File: config.mk
export PLATFORM = sky130hd
export DESIGN_NAME = mpag_top
export DESIGN_NICKNAME = d
export VERILOG_FILES = /design/src/hdl/mpag_pkg.sv /design/src/hdl/mpag_top.sv /design/src/hdl/mpag_pair_addr.sv
export SDC_FILE = /design/constraint.sdc
export NUM_CORES = 1
export LEC_CHECK = 0
export ABC_CLOCK_PERIOD_IN_PS = 8800
export BUFFER_PORTS_ARGS = -buffer_cell sky130_fd_sc_hd__buf_2
export CORE_MARGIN = 2
export CORE_UTILIZATION = 62
export DETAILED_ROUTE_END_ITERATION = 10
export PLACE_DENSITY = 0.88
export SLEW_MARGIN = 20
export SYNTH_ARGS = -nofsm -noshare
export SYNTH_HDL_FRONTEND = slang
export SYNTH_SLANG_ARGS = --single-unit
export TNS_END_PERCENT = 10
File: constraint.sdc
create_clock -name CLK_I -period 8.8 [get_ports CLK_I]
set_input_delay 1.32 -clock CLK_I [delete_from_list [all_inputs] [get_ports CLK_I]]
set_output_delay 1.32 -clock CLK_I [all_outputs]
set_load 0.01 [all_outputs]
File: src/hdl/mpag_pkg.sv
package mpag_pkg;
   localparam int PTR_W = 23;
   localparam int LOW_W = 16;
   localparam int HIGH_W = PTR_W - LOW_W;
   localparam int IDX_W = 16;
   localparam logic [PTR_W-1:0] STEP_SINGLE = 23'h000001;
   localparam logic [PTR_W-1:0] STEP_DOUBLE = 23'h000002;
   localparam logic [PTR_W-1:0] PAIR_STEP = 23'h000001;
   localparam logic [PTR_W-1:0] PTR_RESET = 23'h000000;
   localparam int MODE_W = 2;
   typedef enum logic [MODE_W-1:0] {
      MPAG_PRE_DEC = 2'b00,
      MPAG_IDX_ADD = 2'b01,
      MPAG_IDX_SUB = 2'b10,
      MPAG_NONE = 2'b11
   } mpag_mode_type;
   typedef enum logic [1:0] {
      MPAG_IDLE = 2'b00,
      MPAG_SECOND = 2'b01
   } mpag_state_type;
endpackage

File: src/hdl/mpag_top.sv
`timescale 1ns/1ps
`default_nettype none
// Notes on behaviour
// - Pre-decrement address is pointer minus step plus offset
// - Pre-decrement writes back pointer minus one or two
// - Single word reads the decremented location
// - Double word first address is pointer minus two
// - Second address pairs by parity of first
// - Index-add issues unmodified pointer, then adds index
// - Index-subtract issues unmodified pointer, then subtracts index
// - Compat mode selects aux zero for index-add
// - Compat mode selects aux zero for index-subtract
// - Circular mode adds zero-extended start offset to low pointer
module mpag_top
   import mpag_pkg::*;
(
   input wire logic CLK_I,
   input wire logic RESET_I,
   input wire logic CE_I,
   input wire logic REQ_I,
   input wire logic [MODE_W-1:0] MODE_I,
   input wire logic DOUBLE_I,
   input wire logic CIRCULAR_I,
   input wire logic LEGACY_COMPAT_MODE_I,
   input wire logic [PTR_W-1:0] EXTENDED_AUX_POINTER_I,
   input wire logic [IDX_W-1:0] BUFFER_START_OFFSET_I,
   input wire logic [IDX_W-1:0] TEMP_INDEX_REG_I,
   input wire logic [PTR_W-1:0] INDEX_AUX_POINTER_I,
   output logic ADDR_VALID_O,
   output logic [PTR_W-1:0] ADDR_O,
   output logic ADDR_SECOND_O,
   output logic PTR_WE_O,
   output logic [PTR_W-1:0] PTR_NEXT_O,
   output logic BUSY_O
);
   mpag_state_type state_reg, state_next;
   logic [PTR_W-1:0] addr_reg;
   logic [PTR_W-1:0] pair_reg;
   logic valid_reg, second_reg, we_reg;
   logic [PTR_W-1:0] ptr_reg;

   // Operand decoding is shared by the datapath and the checks below
   function automatic logic is_pre_dec(input mpag_mode_type m);
      return m == MPAG_PRE_DEC;
   endfunction

   function automatic logic is_active(input mpag_mode_type m);
      return m != MPAG_NONE;
   endfunction

   wire mpag_mode_type mode = mpag_mode_type'(MODE_I);
   wire logic [PTR_W-1:0] step = DOUBLE_I ? STEP_DOUBLE : STEP_SINGLE;
   wire logic [PTR_W-1:0] base = is_pre_dec(mode) ?
      EXTENDED_AUX_POINTER_I - step : EXTENDED_AUX_POINTER_I;
   wire logic [LOW_W-1:0] offset = CIRCULAR_I ? BUFFER_START_OFFSET_I : '0;
   // Offset acts only on the low half; the high half never carries
   wire logic [LOW_W-1:0] low_sum = base[LOW_W-1:0] + offset;
   wire logic [PTR_W-1:0] first_addr = {base[PTR_W-1:LOW_W], low_sum};
   wire logic [PTR_W-1:0] index_val = LEGACY_COMPAT_MODE_I ?
      INDEX_AUX_POINTER_I : {{HIGH_W{1'b0}}, TEMP_INDEX_REG_I};
   logic [PTR_W-1:0] ptr_new;
   wire logic [PTR_W-1:0] second_addr;
   wire logic take = REQ_I && state_reg == MPAG_IDLE && is_active(mode);

   mpag_pair_addr mpag_pair_addr_i (
      .first_i(first_addr),
      .second_o(second_addr)
   );

   always_comb begin
      case (mode)
         MPAG_PRE_DEC: ptr_new = base;
         MPAG_IDX_ADD: ptr_new = EXTENDED_AUX_POINTER_I + index_val;
         MPAG_IDX_SUB: ptr_new = EXTENDED_AUX_POINTER_I - index_val;
         default: ptr_new = EXTENDED_AUX_POINTER_I;
      endcase
   end

   always_comb begin
      state_next = state_reg;
      case (state_reg)
         MPAG_IDLE: if (take && DOUBLE_I) state_next = MPAG_SECOND;
         MPAG_SECOND: state_next = MPAG_IDLE;
         default: state_next = MPAG_IDLE;
      endcase
   end

   always_ff @(posedge CLK_I) begin
      if (RESET_I) begin
         state_reg <= MPAG_IDLE;
         addr_reg <= PTR_RESET;
         pair_reg <= PTR_RESET;
         ptr_reg <= PTR_RESET;
         valid_reg <= 1'b0;
         second_reg <= 1'b0;
         we_reg <= 1'b0;
      end else if (CE_I) begin
         state_reg <= state_next;
         valid_reg <= take || state_reg == MPAG_SECOND;
         second_reg <= state_reg == MPAG_SECOND;
         // Write back with every taken request: a single word or the first word of a pair
         we_reg <= take;
         if (take) begin
            addr_reg <= first_addr;
            pair_reg <= second_addr;
            ptr_reg <= ptr_new;
         end else if (state_reg == MPAG_SECOND) begin
            addr_reg <= pair_reg;
         end
      end
   end

   assign ADDR_VALID_O = valid_reg;
   assign ADDR_O = addr_reg;
   assign ADDR_SECOND_O = second_reg;
   assign PTR_WE_O = we_reg;
   assign PTR_NEXT_O = ptr_reg;
   assign BUSY_O = state_reg != MPAG_IDLE;
endmodule
`default_nettype wire

File: src/hdl/mpag_pair_addr.sv
`timescale 1ns/1ps
`default_nettype none
module mpag_pair_addr
   import mpag_pkg::*;
(
   input wire logic [PTR_W-1:0] first_i,
   output logic [PTR_W-1:0] second_o
);
   // Even first word pairs upward, odd pairs downward
   assign second_o = first_i[0] ? first_i - PAIR_STEP : first_i + PAIR_STEP;
endmodule
`default_nettype wire

==> out/metrics.yaml <==
drt_iter0_drc: 523
finalSetupViolations: 0
final-hold-violation-count: 0
endpoint_kind: "register"
avgSynthCellArea_um2: 7.51
drive_gt1_frac: 0.161
rr_startpoint: "state_reg[0]"
powerDensity_nw_per_um2: 163
fillers: 976
critPathRequiredTime_ns: 9.03
vias: 7737
clk_pin_slew_worst_paths_ns: 0.06
holdPathEnd: "ADDR_O[1]"
fmax_mhz: 144
grt_max_degree: 75
path_cells: "buf_2 > inv_1 > ha_1 > nand2b_1 > o21ai_0 > ha_1 > inv_1 > fa_1 > nor2b_1 > o21ai_0 > o21ai_0 > a31oi_1 > o31ai_1 > xor2_1 > ha_1 > a211oi_1 > nand2_1 > a311o_1 > a221o_1 > a221oi_1 > xnor2_1 > a22o_1"
status: "complete, no violations"
swShare: 0.395
initial_core_util: 0.627
ir_worst_vdd_mv: 0.102
via_per_inst: 6.22
power.leakage_uw: 0.00382
crit_fanout: 30
synth_top_area_share: 0.197
relSlewSlack: 0.320
r2r_slack_ns: 6.84
cts.htree.levels: 3
drv_slew: 0
critPathSlowestCell: "ha_1"
synth_nets: 1144
yosys.area.top_type: "dfxtp_1"
die_h_um: 114
internal_power_uw: 834
rsz0062_at_grt: "no"
firstDrtPassIters: 5
switchingPower_uw: 545
clkPwrFrac: 0.252
worstPathArrival_ns: 7.19
antenna_cells: 0
cts_tree: "built"
place_congestion: 0.960
drcViolationCount: 0
postPlaceCellArea_um2: 8160
grt.total_usage: 0.310
synth.yosys.seq_area_share: 0.197
crit_type: "in2reg"
period_needed_ns: 6.96
worst_setup_path_start_kind: "primary input"
die-area_um2: 12900
tns_ns: 0
grt_overflow: 0
yosysWarnings: 0
cts-root-buf: "clkbuf_16"
cts_setup_buffers: 0
skew_ns: 0.0114
post_cts_resized: 0
reg2reg_to: "pair_reg[21]"
max_stage_delay_ns: 0.83
grt_pass1_wl_mm: 33.2
syn_inst: 990
num_io_pins: 137
seqPwrFrac: 0.261
stdcell_area_um2: 8440
synth-main-ff-cell: "dfxtp_1"
coreArea_um2: 11900
yosysMostFrequentCell: "nor2_1"
ys_ff_latch: 73
ys_top_cells_by_count: "122 x nor2_1, 91 x a21oi_1, 80 x nand2_1"
ys_types: 75
antenna_found_initial: 0
tightest_slew_ns: 1.02
critPathBufInv: 3
cts_inserted_buffers: 9
synthTopCellsByArea: "dfxtp_1 20%, ha_1 11%, nor2_1 6.2%"
ff2ff_path_depth: 6
pwr-share-comb: 0.486
portBuffers: 136
final_nets: 1246
clock_path_buffers: 2
drt_wl_total_mm: 20.1
hold_class: "reg2reg"
insertion_delay_ns: 0.35
grt_pass1_vias: 7071
critical-path-top-delay-family: "compound AO/OA/AOI/OAI gates"
dp_hpwl_mm: 15.3
ant_nets: 0
dieWidth_um: 114
synth_edf_count: 0
area_growth_pct: 13.5
cts_hold_buf: 0
hold_start: "ADDR_O[1]"
std_cell_rows: 40
max_cap_violations: 0
finalCritPeriodShare: 0.790
synthArstFlopShare: 0
synth_area_um2: 7440
clock-sinks: 73
whs_path_depth: 2
wl_per_cell_um: 16.1
layout make-up:
cell class	count	area (um2)	area share
flip-flops and latches	73	1460	0.173
inverters	29	109	0.0129
repair buffers	143	733	0.0869
well taps	147	184	0.0218
clock inverters	4	27.5	0.00326
multi-input cells	836	5670	0.672
clock buffers	11	253	0.0299
logic make-up after synthesis:
group                      share of synthesized area
xor gates and xnor gates                       0.113
DFF                                            0.197
adders and majority gates                      0.116
muxes                                         0.0232
and+or+nand+nor                                0.232
AOI/OAI and AO/OA                              0.277
buffers and inverters                         0.0422
routing by layer:
layer  track usage  share of wire  vias to the layer above
met5             0              0                        -
li1              -              -                     3833
met2         0.527           0.48                      322
met1         0.408           0.43                     3539
met4        0.0878          0.018                        0
met3        0.0489          0.072                       43
power groups by stage:
stage | clock, uW | sequential, uW | combinational (uW)
6_report | 348 | 360 | 670
3_3_place_gp | 0 | 367 | 642
4_1_cts | 350 | 360 | 657
5_1_grt | 367 | 362 | 739
2_1_floorplan | 0 | 371 | 496
3_5_place_dp | 0 | 367 | 651
worst reg2reg max path: cells and delay by family (launching register included):
kind | cells | cell delay, ns
buffers and inverters | 2 | 0.66
flip-flops | 1 | 0.52
AND/OR/NAND/NOR | 3 | 0.43
AO/OA/AOI/OAI | 1 | 0.24
cell usage in the layout, fill, tap and decap left out, types with 5 or more instances in the layout:
cell	Yosys	routed
nand4_1	7	7
o21ai_0	35	35
ha_1	64	64
inv_1	29	29
and3_1	10	10
or3_1	13	13
buf_2	2	136
dfxtp_1	73	73
nand2b_1	13	13
a221oi_1	17	17
nand2_1	80	80
mux2i_1	15	15
nand3_1	12	12
a31oi_1	10	10
a21oi_1	91	91
xor2_1	42	42
o211ai_1	5	5
nor2_1	122	121
buf_4	0	7
a311oi_1	11	11
o31ai_1	5	5
and2_1	22	22
nor4_1	8	8
clkbuf_16	0	9
a21o_1	36	36
nor3_1	31	31
o21a_1	13	13
a211oi_1	29	29
a31o_2	7	7
xnor2_1	51	51
nor2b_1	12	12
how the worst max path moves through the flow:
stage	from	slack, ns	endpoint	cells after the start
2_1_floorplan	MODE_I[0]	2.68	pair_reg[21]	23
5_1_grt	MODE_I[0]	1.39	pair_reg[21]	22
4_1_cts	MODE_I[0]	1.98	pair_reg[21]	22
6_report	MODE_I[0]	1.84	pair_reg[21]	22
3_3_place_gp	MODE_I[0]	2.07	pair_reg[21]	22
3_5_place_dp	MODE_I[0]	1.71	pair_reg[21]	22
stage by stage:
stage	util	worst slack [ns]	std cells	total power (uW)	hold WS, ns
floorplan	-	2.68	990	868	0.432
global placement	0.688	2.07	1228	1010	0.435
detailed placement	0.688	1.71	1228	1020	0.442
CTS	0.712	1.98	1243	1370	0.448
global route	0.712	1.39	1243	1470	0.467
finish	0.712	1.84	1243	1380	0.446
No activity file was read; power rests on OpenSTA's default activity.
